--- src/srh_pkg.sv ---
// Package for the host-side controller of a 16384 x 1 asynchronous static memory
// Notes on behaviour
// - Host keeps select low at least 55 ns before write end.
// - Host holds address at least 55 ns before write end; setup may be zero.
// - Host presents data at least 30 ns before write end; hold is zero.
// - Write cycle of at least 70 ns, last valid address to next change.
package srh_pkg;
    localparam int SRH_ADDR_W = 14;
    localparam int SRH_DEPTH = 16384;
    localparam int SRH_CLK_NS = 20;
    // Timing figures in ns
    localparam int SRH_ADDRESS_TO_DATA_DELAY_NS = 70;
    localparam int SRH_SELECT_TO_DATA_DELAY_NS = 70;
    localparam int SRH_ADDRESS_BEFORE_WRITE_END_NS = 55;
    localparam int SRH_SELECT_BEFORE_WRITE_END_NS = 55;
    localparam int SRH_DATA_BEFORE_WRITE_END_NS = 30;
    localparam int SRH_READ_PERIOD_MINIMUM_NS = 70;
    localparam int SRH_WRITE_PERIOD_MINIMUM_NS = 70;
    // Least times round up to whole cycles
    localparam int SRH_RD_CYC_I = (SRH_ADDRESS_TO_DATA_DELAY_NS + SRH_CLK_NS - 1) / SRH_CLK_NS;
    localparam int SRH_RP_CYC_I = (SRH_READ_PERIOD_MINIMUM_NS + SRH_CLK_NS - 1) / SRH_CLK_NS;
    localparam int SRH_WE_CYC_I =
        (SRH_SELECT_BEFORE_WRITE_END_NS + SRH_CLK_NS - 1) / SRH_CLK_NS;
    localparam int SRH_WP_CYC_I = (SRH_WRITE_PERIOD_MINIMUM_NS + SRH_CLK_NS - 1) / SRH_CLK_NS;
    localparam int SRH_CNT_W = 3;
    // Cycles strobes stay low before sampling read data / ending a write
    localparam logic [SRH_CNT_W-1:0] SRH_RD_CYC = SRH_CNT_W'(
        (SRH_RD_CYC_I > SRH_RP_CYC_I) ? SRH_RD_CYC_I : SRH_RP_CYC_I);
    localparam logic [SRH_CNT_W-1:0] SRH_WR_CYC = SRH_CNT_W'(
        (SRH_WE_CYC_I > SRH_WP_CYC_I - 1) ? SRH_WE_CYC_I : SRH_WP_CYC_I - 1);
    localparam logic [SRH_CNT_W-1:0] SRH_CNT_ONE = 3'h1;
    localparam logic [SRH_CNT_W-1:0] SRH_CNT_ZERO = 3'h0;

    typedef struct packed {
        logic write;
        logic [SRH_ADDR_W-1:0] addr;
        logic wdata;
    } srh_req_t;

    typedef struct packed {
        logic select_n;
        logic write_n;
        logic [SRH_ADDR_W-1:0] addr;
        logic din;
    } srh_pins_t;

    typedef enum logic [1:0] {
        SRH_IDLE = 2'b00,
        SRH_READ = 2'b01,
        SRH_WRITE = 2'b10,
        SRH_RECOVER = 2'b11
    } srh_state_t;
endpackage

--- src/srh_timer.sv ---
// Down counter that times the strobe phases of one memory cycle
`timescale 1ns/10ps
module srh_timer (
    // Clock and control
    input wire logic clk_sys,
    input wire logic rstn,
    input wire logic ce,
    // Load and status
    input wire logic load,
    input wire logic [srh_pkg::SRH_CNT_W-1:0] load_val,
    output logic done
);
    import srh_pkg::*;
    logic [SRH_CNT_W-1:0] cnt_reg;
    logic [SRH_CNT_W-1:0] cnt_next;

    always_comb begin
        cnt_next = cnt_reg;
        if (load) begin
            cnt_next = load_val;
        end else if (cnt_reg != SRH_CNT_ZERO) begin
            cnt_next = cnt_reg - SRH_CNT_ONE;
        end
    end

    always_ff @(posedge clk_sys) begin
        if (!rstn) begin
            cnt_reg <= SRH_CNT_ZERO;
        end else if (ce) begin
            cnt_reg <= cnt_next;
        end
    end

    assign done = (cnt_reg == SRH_CNT_ONE);
endmodule

--- src/srh_host.sv ---
// Host controller driving a 16384 x 1 asynchronous static memory through its pins
`timescale 1ns/10ps
module srh_host (
    // Clock and control
    input wire logic clk_sys,
    input wire logic rstn,
    input wire logic ce,
    // User request
    input wire logic req_valid,
    input wire srh_pkg::srh_req_t req,
    output logic req_ready,
    output logic rsp_valid,
    output logic rsp_rdata,
    // Memory pins
    output srh_pkg::srh_pins_t mem_pins,
    input wire logic mem_dout
);
    import srh_pkg::*;

    srh_state_t state_reg;
    srh_state_t state_next;
    srh_pins_t pins_reg;
    srh_pins_t pins_next;
    logic ready_reg;
    logic ready_next;
    logic rsp_valid_reg;
    logic rsp_valid_next;
    logic rdata_reg;
    logic rdata_next;
    logic tmr_load;
    logic [SRH_CNT_W-1:0] tmr_val;
    logic tmr_done;

    srh_timer u_timer (
        .clk_sys(clk_sys),
        .rstn(rstn),
        .ce(ce),
        .load(tmr_load),
        .load_val(tmr_val),
        .done(tmr_done)
    );

    always_comb begin
        state_next = state_reg;
        pins_next = pins_reg;
        ready_next = ready_reg;
        rsp_valid_next = 1'b0;
        rdata_next = rdata_reg;
        tmr_load = 1'b0;
        tmr_val = SRH_RD_CYC;
        case (state_reg)
            SRH_IDLE: begin
                // Ready rises one cycle after reset so the first take sees settled pins
                ready_next = 1'b1;
                if (req_valid && ready_reg) begin
                    // Address, data and select change together: zero setup is allowed
                    pins_next.addr = req.addr;
                    pins_next.din = req.wdata;
                    pins_next.select_n = 1'b0;
                    pins_next.write_n = !req.write;
                    ready_next = 1'b0;
                    tmr_load = 1'b1;
                    if (req.write) begin
                        tmr_val = SRH_WR_CYC;
                        state_next = SRH_WRITE;
                    end else begin
                        tmr_val = SRH_RD_CYC;
                        state_next = SRH_READ;
                    end
                end
            end
            SRH_READ: begin
                if (tmr_done) begin
                    // Sampled after the access time, before any address change
                    rdata_next = mem_dout;
                    rsp_valid_next = 1'b1;
                    pins_next.select_n = 1'b1;
                    state_next = SRH_RECOVER;
                end
            end
            SRH_WRITE: begin
                if (tmr_done) begin
                    // Both strobes rise together so the output never glitches on
                    pins_next.select_n = 1'b1;
                    pins_next.write_n = 1'b1;
                    rsp_valid_next = 1'b1;
                    state_next = SRH_RECOVER;
                end
            end
            default: begin
                // Address held one more cycle: zero hold met, cycle length kept
                ready_next = 1'b1;
                state_next = SRH_IDLE;
            end
        endcase
    end

    always_ff @(posedge clk_sys) begin
        if (!rstn) begin
            state_reg <= SRH_IDLE;
            pins_reg <= '{select_n: 1'b1, write_n: 1'b1, addr: '0, din: 1'b0};
            ready_reg <= 1'b0;
            rsp_valid_reg <= 1'b0;
            rdata_reg <= 1'b0;
        end else if (ce) begin
            state_reg <= state_next;
            pins_reg <= pins_next;
            ready_reg <= ready_next;
            rsp_valid_reg <= rsp_valid_next;
            rdata_reg <= rdata_next;
        end
    end

    // Age of the current address in enabled cycles; saturates so long idles never wrap
    localparam logic [SRH_CNT_W-1:0] AGE_SAT = {SRH_CNT_W{1'b1}};
    localparam logic [SRH_CNT_W-1:0] ADDR_HOLD_MIN = SRH_CNT_W'(SRH_WP_CYC_I - 1);
    logic [SRH_CNT_W-1:0] age_reg;
    logic [SRH_CNT_W-1:0] age_next;

    always_comb begin
        age_next = age_reg;
        if (pins_next.addr != pins_reg.addr) begin
            age_next = SRH_CNT_ZERO;
        end else if (age_reg != AGE_SAT) begin
            age_next = age_reg + SRH_CNT_ONE;
        end
    end

    always_ff @(posedge clk_sys) begin
        if (!rstn) begin
            // Reset counts as an old address so the first take is not flagged
            age_reg <= AGE_SAT;
        end else if (ce) begin
            age_reg <= age_next;
        end
    end

    assign mem_pins = pins_reg;
    assign req_ready = ready_reg;
    assign rsp_valid = rsp_valid_reg;
    assign rsp_rdata = rdata_reg;
endmodule

--- config.mk ---
export PLATFORM = sky130hd
export DESIGN_NAME = srh_host
export DESIGN_NICKNAME = d
export VERILOG_FILES = /design/src/srh_pkg.sv /design/src/srh_timer.sv /design/src/srh_host.sv
export SDC_FILE = /design/constraint.sdc
export NUM_CORES = 1
export LEC_CHECK = 0
export BUFFER_PORTS_ARGS = -buffer_cell sky130_fd_sc_hd__buf_4
export CORE_MARGIN = 1.5
export CORE_UTILIZATION = 39
export CTS_CLUSTER_DIAMETER = 80
export DETAILED_ROUTE_END_ITERATION = 10
export PLACE_DENSITY = 0.64
export SYNTH_ARGS = -nofsm -noshare
export SYNTH_HDL_FRONTEND = slang
export SYNTH_HIERARCHICAL = 1
export SYNTH_SLANG_ARGS = --single-unit
--- constraint.sdc ---
create_clock -name clk_sys -period 1.8 [get_ports clk_sys]
set_input_delay 0.18 -clock clk_sys [delete_from_list [all_inputs] [get_ports clk_sys]]
set_output_delay 0.18 -clock clk_sys [all_outputs]
set_load 0.05 [all_outputs]
==> summary by stage, run 1 <==
Status
The flow ran to the end, but the final reports show violations. The checks that failed: design-rule violations.

Logic synthesis
The number of instances in the synthesized netlist is 144. Ranked by instance count, the synthesized netlist is headed by nand2_1, dfxtp_1, a21oi_1, inv_1, ha_1. The most used standard cell by instance count after synthesis is nand2_1. The number of nets handed over by synthesis was 172.

The average footprint of a synthesized cell is 8.22 um2. The library cell occupying the most area in the post-synthesis netlist is dfxtp_1. By area the synthesized netlist is led by dfxtp_1, nand2_1, a21oi_1, ha_1, inv_1. In this run the biggest area consumer among cell types represents 42.3% of the synthesized area.

Summing every instance area after synthesis gives 1180 um2. In the synthesized netlist the async set-or-reset flop fraction comes to 0%. In the synthesized netlist the dominant register cell turns out to be dfxtp_1. In this run, synthesis inferred 0 flip-flops with an integrated enable. Summing the sequential cell areas from Yosys gives 42.3% of the chip area. The number of different library cells used by synthesis comes to 33. Yosys printed 6 warnings. The register bit count reported by yosys is 25.

Run
The number of maximum-capacitance constraint violations is 0.

Clocking
The hold buffer count at CTS is 0. CTS saw 25 sinks. Clock tree synthesis inserted a total of 3 buffers. The clock transition at the registers of the reported paths is 0.14 ns. CTS placed an instance of clkbuf_4 at the clock tree root. TritonCTS built the clock tree. The maximum number of buffers from clock root to sink is 2. The maximum level of the CTS H-tree is 1.

The number of gates resized after CTS was 1. The clock network latency to the later pin of the worst-skew pair is 0.32 ns. After clock tree synthesis, the setup repair step added 0 buffers.

Routing
Using the TritonRoute via totals, the vias-per-cell ratio works out to 5.06. The routed wire length per instance is 12.1 um. The number of violations reported at the end of detailed-routing iteration 0 is 36. The length of the first detailed-routing pass in iterations is 7. The routed wire length is 2620 um. For this run, design rule violations remaining after detail routing come to 4. In this run the remaining antenna-violating nets after routing total 0. The total via count in the routed design is 1,094.

Floorplan
The core region is 2830 um2. The die boundary height is 58.1 um. The floorplan die area is 3370 um2. The starting density of the core is 41.8%.

41 I/O pins were placed. The x dimension of the die is 58.1 um. After floorplanning, the core was divided into 19 placement rows.

Place
The cell area after placement is 1490 um2. The worst-case setup slack after placement is 0.0295 ns. Port buffering added 40 buffers.

Once detailed placement completed, the half-perimeter wirelength came to 2050 um. After detailed placement, the design holds a cell count of 212. The final weighted congestion in routability-driven placement is 0.829.

Worst setup path
The worst register-to-register path has a setup slack of 0.12 ns. The element type at the critical path end is a flip-flop. The worst flop-to-flop path endpoint is u_timer/cnt_reg[0]. The data required time of the worst path is 2.05 ns.

Of all nets on the critical path, the largest fanout is 7. The worst setup path is launched from a flip-flop. The critical path is of the reg2reg type. The startpoint of the most critical register-to-register path is state_reg[0]. The path depth of the worst reg2reg path is 6. The worst endpoint data arrival time is 1.94 ns.

Power and ir drop
The internal power summed over all cells is 855 uW. The power per cell area is 830 nW/um2. The static leakage power is 0.000662 uW. The proportion of total power due to net switching is 32.6%.

Combinational logic burns 31.3% of the power. IR analysis of the VDD net gives a maximum drop of 545 uV. The share of total power in the clock network is 19.9%. The share of total power dissipated in sequential elements is 48.8%. For this design the total switching power over the nets is 413 uW.

STA
The worst path in the final design needs a cycle of 1.68 ns, including I/O delays and setup. On the final layout, the worst clock skew is 0.0125 ns. The setup-violating endpoint count in the final report is 0. The final hold violation count came to 0.

The slew of the pin with the lowest slew margin is 0.659 ns. Across all hold checks on the routed design, the worst slack comes to 0.0780 ns. The final-report max-slew violation count was 0.

Setup repair after global routing left no endpoint under its margin. After layout, the worst path uses 93.6% of the clock period. In this run the tightest slew margin relative to its limit is 56.0%. The achievable frequency is 594 MHz. Summed over all failing endpoints, the final setup total negative slack is 0 ns. The final setup slack of the worst path is 0.116 ns.

Layout
After routing the design area is 1530 um2. The area added between synthesis and finish is 29.0%. The register with the most flip-flops in the layout has 17 of them.

In the final design database the tool counted 214 nets. The repair_antennas step left the layout with diodes totalling 0. The count of cells in the finished layout, fillers not included, comes to 216. Of the cells placed in the final design, the portion with a size suffix greater than 1 is 31.4%. The count of filler cells inserted in the layout is 285.

GRT
For this run, the total global-route usage over all layers was measured as 17.2%. The first global-routing pass estimated 4610 um of wire. Entering global routing, the biggest net connects 21 pins.

For met3 alone, demand over resource in global routing was 5.36%. For this run, global-route usage on met1 was measured as 19.5%. met2 is the most crowded layer. The via count of the first global-routing pass was 1,092. Global routing consumed, on the met2 layer, 31.7% of the routing resources. The initial antenna violation count came to 0. The total overflow left after global routing is 0.

Min path
The startpoint identified for the worst hold timing path is mem_dout. The tightest min-delay check is of the in2reg type. The path with the worst hold slack has its endpoint at rsp_rdata. The worst hold path passes through 3 cells.
-- power by group through the flow --
stage | Clock, uW | Combinational (uW) | Sequential, uW
6_report | 252 | 396 | 619
5_1_grt | 283 | 442 | 623
4_1_cts | 265 | 397 | 618
3_5_place_dp | 0 | 396 | 630
3_3_place_gp | 0 | 384 | 628
2_1_floorplan | 0 | 225 | 686
-- critical path, stage by stage (launching register included) --
cell     delay [ns]
dfxtp_2        0.38
inv_1          0.07
ha_1           0.24
and3_2         0.27
or3b_4         0.40
and3_4         0.18
o22ai_2        0.07
-- cell type report --
type                    instances  area, um2  share of cell area [%]
multi-input cells             104        602                    39.4
flip-flops and latches         25        503                    33.0
repair buffers                 43        323                    21.1
well taps                      31       38.8                    2.54
inverters                       9       33.8                    2.21
clock buffers                   4       26.3                    1.72
-- cells in the final DEF (no fill, tap or decap) --
cell type | synthesis | final
nand3_1 | 5 | 5
o22ai_2 | 1 | 1
nor2b_1 | 2 | 1
dfxtp_2 | 0 | 2
nor2b_2 | 0 | 1
or3_1 | 2 | 2
dfxtp_1 | 25 | 23
and3_2 | 0 | 1
o211ai_1 | 1 | 1
and2_2 | 0 | 1
nor3b_1 | 1 | 1
ha_1 | 7 | 7
a41o_1 | 1 | 1
clkbuf_4 | 0 | 3
mux2i_1 | 1 | 1
o21ai_0 | 4 | 4
o311ai_0 | 1 | 1
a21bo_2 | 1 | 1
a211oi_1 | 1 | 1
or2b_1 | 1 | 1
nor4b_1 | 1 | 1
buf_4 | 1 | 43
and3_4 | 1 | 1
a21o_1 | 1 | 1
nor2_1 | 3 | 3
o21ba_2 | 1 | 1
clkbuf_1 | 2 | 1
or3b_4 | 1 | 1
a21oi_1 | 20 | 20
o21ai_1 | 1 | 1
inv_1 | 9 | 9
nand2_1 | 40 | 40
nand2b_1 | 2 | 2
a21oi_2 | 2 | 2
-- kinds of logic after synthesis --
| family | after synthesis | synth area share, % |
|---|---|---|
| simple gates | 61 | 23.9 |
| compound gates | 35 | 18.3 |
| flops | 25 | 42.3 |
| buf+inv | 15 | 7.29 |
| fa+ha+maj | 7 | 7.40 |
| mux | 1 | 0.846 |
-- how the worst max path moves through the flow --
stage                 start                 end  slack (ns)
6_report       state_reg[0]  u_timer/cnt_reg[0]        0.12
5_1_grt        state_reg[0]        state_reg[0]       0.003
4_1_cts        state_reg[0]  u_timer/cnt_reg[0]        0.06
3_5_place_dp   state_reg[0]        mem_pins[13]        0.03
3_3_place_gp   state_reg[0]         mem_pins[0]        0.11
2_1_floorplan  state_reg[0]  u_timer/cnt_reg[1]        0.13
-- per-stage QoR --
step	power, uW	util (%)
global placement	1010	52.8
floorplan	911	-
CTS	1280	53.7
finish	1270	54.0
detailed placement	1030	52.8
global route	1350	54.0
-- metal layers --
| layer | up-vias | wire length [um] |
|---|---|---|
| li1 | 560 | - |
| met2 | 29 | 1380 |
| met1 | 503 | 1080 |
| met5 | - | 0 |
| met4 | 0 | 10 |
| met3 | 2 | 143 |
No activity file was read; power rests on OpenSTA's default activity.
==> inputs of run 2 (changes only) <==
--- a/config.mk
+++ b/config.mk
@@ -6,11 +6,15 @@
 export NUM_CORES = 1
 export LEC_CHECK = 0
 export BUFFER_PORTS_ARGS = -buffer_cell sky130_fd_sc_hd__buf_4
+export CELL_PAD_IN_SITES_DETAIL_PLACEMENT = 1
+export CELL_PAD_IN_SITES_GLOBAL_PLACEMENT = 1
 export CORE_MARGIN = 1.5
-export CORE_UTILIZATION = 39
+export CORE_UTILIZATION = 35
 export CTS_CLUSTER_DIAMETER = 80
 export DETAILED_ROUTE_END_ITERATION = 10
-export PLACE_DENSITY = 0.64
+export PLACE_DENSITY = 0.77
+export SKIP_CTS_REPAIR_TIMING = 1
+export SKIP_LAST_GASP = 1
 export SYNTH_ARGS = -nofsm -noshare
 export SYNTH_HDL_FRONTEND = slang
 export SYNTH_HIERARCHICAL = 1
==> summary by stage, run 2 (synthesis results as in run 1) <==
GRT
Global routing finished with a remaining overflow of 0. Entering global routing, the biggest net connects 21 pins. The initial antenna violation count is 0. The first global-routing pass estimated 4800 um of wire. The via count of the first global-routing pass came to 1,107.

The total routing resource utilization after global routing is 17.4%.

Floorplan
The floorplan die area is 3740 um2. The number of top-level design ports is 41. The starting density of the core is 37.8%.

The site row count is 20. The die is 61.2 um tall. The core region is 3130 um2.

Measured along the x axis, the die boundary spans 61.2 um.

Worst setup path
The worst endpoint data arrival time is 1.90 ns. The startpoint identified for the worst register-to-register timing path is state_reg[0]. The cell at the slowest stage of the critical path is or3b_4. The internal reg-to-reg setup slack is 0.12 ns. Grouping stages by cell kind, the critical path spends the most delay in simple AND/OR/NAND/NOR gates.

The nature of the critical path startpoint is a flip-flop. The element type at the critical path end is a flip-flop. In this run the critical register-to-register path is captured at u_timer/cnt_reg[1]. The capturing element of the worst setup path is u_timer/cnt_reg[1]. The critical path in this run is classified as reg2reg. In this run the worst path has a maximum fanout of 6. The combined buffer and inverter count along the critical path is 1.

For the worst setup path, the data required time is 2.03 ns. The worst register-to-register path has a depth of 5. The number of logic stages on the critical path including buffering is 5.

The biggest cell delay along the critical path is 0.42 ns. Traced cell by cell, the critical path runs through inv_1 -> ha_1 -> and3_1 -> or3b_4 -> a41o_1. The critical path launch point is state_reg[0].

Routing
The total via count in the routed design is 1,124. The length of the first detailed-routing pass in iterations is 4. Summed over all layers, the routed wires come to 3090 um. After detailed routing, the number of vias per cell comes to 4.91. The number of violations reported at the end of detailed-routing iteration 0 is 10. After detailed routing, the number of remaining DRC violations is 0.

In this run the remaining antenna-violating nets after routing total 0. The routed wire length per instance is 13.5 um.

STA
The slew of the pin with the lowest slew margin is 0.679 ns. The achievable frequency is 597 MHz. The clock arrives with 0.00807 ns of skew.

The final-report max-slew violation count is 0. The setup-violating endpoint count in the final report is 0. The shortest clock period the worst path allows after layout is 1.68 ns. The fraction of the cycle the final worst path needs is 93.1%. The final hold violation count was 0.

Setup repair after global routing could not meet its margin everywhere. The tightest hold margin is 0.0840 ns. In this run the tightest slew margin relative to its limit is 54.7%.

Status
The run finished with clean final reports.

Layout
Fill cells in the final layout number 407. The number of antenna diodes in the final layout is 0. The net count of the finished layout is 214. The register with the most flip-flops in the layout has 17 of them. The commonest non-fill, non-tap cell in the layout is buf_4. Cells with a size suffix above 1 make up 31.9% of the layout. Compared with the post-synthesis result, the final layout area differs by 31.1%. After routing the design area is 1550 um2. The top cell types in the final layout, fill and taps aside, are buf_4, nand2_1, dfxtp_1.

Clocking
The clock network latency to the later pin of the worst-skew pair is 0.32 ns. The CTS buffer count is 3. The root cell of the clock tree is clkbuf_4. CTS built an H-tree with a depth of 1. The maximum number of buffers from clock root to sink is 2. The clock transition at the registers of the reported paths is 0.15 ns. TritonCTS built the clock tree. The sink count of the clock tree is 25.

Power and ir drop
Summing internal, switching and leakage power gives 1300 uW. The power per cell area is 839 nW/um2. The analysis attributes to cell leakage a power of 0.000665 uW.

The peak supply drop is 318 uV.

Place
After legalization and detailed placement, the total HPWL measured 2420 um. The congestion estimate from routability-driven global placement came to 0.837. The cell area after placement is 1510 um2. The count of buffers added on input and output ports is 40.

Min path
The min-delay analysis places its worst path in the category in2reg.

Run
The number of maximum-capacitance constraint violations is 0.
-- run 2: power breakdown --
group / internal (uW) / switching (uW) / total, uW / leakage, uW
Combinational: 185 / 232 / 417 / 0.000447
Sequential: 593 / 30.1 / 623 / 0.000204
Clock: 84.8 / 177 / 262 / 0.0000139
Total: 863 / 439 / 1300 / 0.000665
-- run 2: through the flow --
stage	cells	util (%)	worst slack [ns]	TNS, ns
after CTS	229	49.2	-0.0627	-0.200
after detailed placement	225	48.2	-0.0152	-0.0152
final	229	49.6	0.125	0
after floorplan	144	-	0.126	0
after global routing	229	49.6	-0.0247	-0.0247
after global placement	225	48.2	0.118	0
-- run 2: layout make-up --
| type | instances | area (um2) | area share, % |
|---|---|---|---|
| repair buffers | 43 | 323 | 20.8 |
| multi-input cells | 104 | 607 | 39.1 |
| clock inverters | 1 | 7.51 | 0.484 |
| flip-flops and latches | 25 | 503 | 32.4 |
| clock buffers | 3 | 22.5 | 1.45 |
| inverters | 9 | 33.8 | 2.18 |
| well taps | 44 | 55.1 | 3.55 |
-- run 2: worst min-delay path by stage --
stage / from / to / slack (ns) / cells after the start
final: mem_dout / rsp_rdata / 0.08 / 3
after global placement: mem_dout / rsp_rdata / 0.41 / 3
after floorplan: rstn / mem_pins[15] / 0.26 / 1
after CTS: req[6] / mem_pins[6] / 0.07 / 3
after global routing: req[11] / mem_pins[11] / 0.06 / 3
after detailed placement: mem_dout / rsp_rdata / 0.43 / 3
-- run 2: metal layers --
layer / up-vias / wire, um / GRT usage [%] / part of all wire (%)
met5: - / 0 / 0 / 0
met4: 0 / 29 / 5.28 / 0.94
met3: 4 / 76 / 3.15 / 2.5
met2: 19 / 1720 / 33.9 / 56
met1: 541 / 1270 / 18.6 / 41
li1: 560 / - / - / -
-- run 2: worst register-to-register path, stage by stage, from the launching register on --
cell,delay (ns)
dfxtp_2,0.38
inv_1,0.07
ha_1,0.24
and3_1,0.26
or3b_4,0.42
a41o_1,0.23
==> inputs of run 3 (changes only) <==
--- a/config.mk
+++ b/config.mk
@@ -13,6 +13,7 @@
 export CTS_CLUSTER_DIAMETER = 80
 export DETAILED_ROUTE_END_ITERATION = 10
 export PLACE_DENSITY = 0.77
+export SETUP_SLACK_MARGIN = 0.5
 export SKIP_CTS_REPAIR_TIMING = 1
 export SKIP_LAST_GASP = 1
 export SYNTH_ARGS = -nofsm -noshare
==> summary by stage, run 3 (synthesis results as in run 1) <==
Routing
The final route contains 1,186 vias. Before antenna repair, the detailed router went through 4 iterations. In this run, the number of DRC markers left after iteration 0 of detailed routing was 37.

For this run, design rule violations remaining after detail routing come to 0. In the routed layout, each cell is associated on average with a via count of 5.00. Once detail routing completed, the nets flagged for antenna violations numbered 0. Summed over all layers, the routed wires come to 3650 um. After detailed routing, the average wire length per cell comes to 15.4 um.

Clocking
The clock network latency to the later pin of the worst-skew pair is 0.33 ns. The maximum number of buffers from clock root to sink is 2. The tree built by TritonCTS fans out to 25 sinks. The CTS tree is built. The root cell of the clock tree is clkbuf_4.

The maximum level of the CTS H-tree is 1. The number of clock buffers added by TritonCTS is 3. Clock-pin slew was measured on the worst setup and hold paths at 0.15 ns.

STA
The shortest clock period the worst path allows after layout is 1.57 ns. The final setup slack of the worst path is 0.235 ns. Setup repair after global routing could not meet its margin everywhere. Static timing analysis puts the maximum clock frequency at 639 MHz. The fraction of the cycle the final worst path needs is 87.0%. The final-report max-slew violation count was 0. For the final routed database, the setup TNS stands at 0 ns. The final hold violation count is 0. The worst max-slew margin expressed relative to the limit is 49.8%. The clock arrives with 0.00452 ns of skew. The setup-violating endpoint count in the final report is 0. At the pin with the least slew margin, the transition time is 0.752 ns.

Layout
From synthesis to final layout, the design area changed by 50.1%. In the final layout, the share of cells above drive strength 1 is 48.7%. The antenna diode count is 0. The register with the most flip-flops in the layout has 17 of them. The top cell types in the final layout, fill and taps aside, are buf_4, nand2_1, dfxtp_1. The library cell used most frequently in the layout, excluding fill and tap cells, is buf_4. The net count reported at finish is 222.

Floorplan
The starting density of the core is 37.8%. Row generation in the floorplan step produced 20 rows. The core box area is 3130 um2. The number of top-level design ports is 41.

The floorplan step defined a die boundary enclosing 3740 um2. The x dimension of the die is 61.2 um. The die boundary height is 61.2 um.

Worst setup path
The capturing element of the worst setup path is state_reg[1]. The worst setup path is captured at a flip-flop. The path depth of the worst reg2reg path is 6. For the worst setup path, the data arrival time is 1.82 ns.

The worst setup path is launched from a flip-flop. The worst register-to-register path begins at state_reg[1]. The critical path is of the reg2reg type. The internal reg-to-reg setup slack is 0.23 ns.

The most critical setup path has its startpoint at state_reg[1]. In this run the critical register-to-register path is captured at state_reg[1]. Data on the critical path is required at its endpoint by 2.06 ns. In this run the worst path has a maximum fanout of 4.

GRT
Entering global routing, the biggest net connects 21 pins. The first global-routing pass estimated 5220 um of wire. The initial antenna violation count is 0. The total global routing overflow is 0. The via count of the first global-routing pass is 1,205.

In the global route stage, overall resource usage came out at 18.9%.

Place
The wire-length estimate of the detail-placed layout is 2440 um. Prior to clock tree synthesis, the placed netlist has a worst setup slack of 0.270 ns. The quantity of I/O buffers inserted on ports is 40. Routability-driven placement finished with a final weighted congestion of 0.813.

Power and ir drop
The power per cell area is 823 nW/um2. In this run the static leakage power is 0.000772 uW. The total power draw is 1460 uW. Across the VDD grid, the largest voltage drop is 303 uV.

Status
The run finished with clean final reports.

Min path
The worst min-delay path startpoint is req[14]. The class of the tightest hold or removal check is in2reg. Along the worst hold path, the cell count comes to 3.

Run
The number of maximum-capacitance constraint violations is 0.
run 3: where the power goes:
| part | switching [uW] | internal [uW] |
|---|---|---|
| Combinational | 290 | 265 |
| Clock | 184 | 86.7 |
| Sequential | 41.1 | 596 |
run 3: layout make-up:
type / instances / area, um2
Tap cell: 44 / 55.1
Inverter: 9 / 36.3
Fill cell: 377 / 1350
Clock inverter: 1 / 6.26
Clock buffer: 3 / 22.5
Timing Repair Buffer: 50 / 399
Multi-Input combinational cell: 105 / 746
Sequential cell: 25 / 512
run 3: worst max-delay path, cell delays in order (launching register included):
cell      delay, ns
dfxtp_4        0.41
inv_4          0.04
ha_4           0.16
a21bo_4        0.18
o211ai_1       0.16
or3_1          0.40
a21oi_2        0.14
run 3: how the worst min path moves through the flow:
| stage | end | slack (ns) |
|---|---|---|
| 2_1_floorplan | mem_pins[15] | 0.26 |
| 3_3_place_gp | rsp_rdata | 0.41 |
| 3_5_place_dp | rsp_rdata | 0.43 |
| 4_1_cts | mem_pins[14] | 0.07 |
| 5_1_grt | mem_pins[14] | 0.04 |
| 6_report | mem_pins[14] | 0.07 |
run 3: metrics by stage:
stage	std cells	hold WS, ns	utilization (%)	area (um2)
after CTS	228	0.0663	50.0	1570
after global placement	224	0.410	49.1	1540
after detailed placement	224	0.434	49.1	1540
final	237	0.0721	56.8	1780
after floorplan	144	0.256	-	1220
after global routing	237	0.0396	56.8	1780
run 3: per-layer routing:
metal  global-route usage (%)  part of all wire (%)  vias up
li1                         -                     -      581
met1                     22.6                    41      564
met2                     34.0                    54       38
met3                     3.57                   4.4        3
met4                     5.59                  0.60        0
met5                        0                     0        -
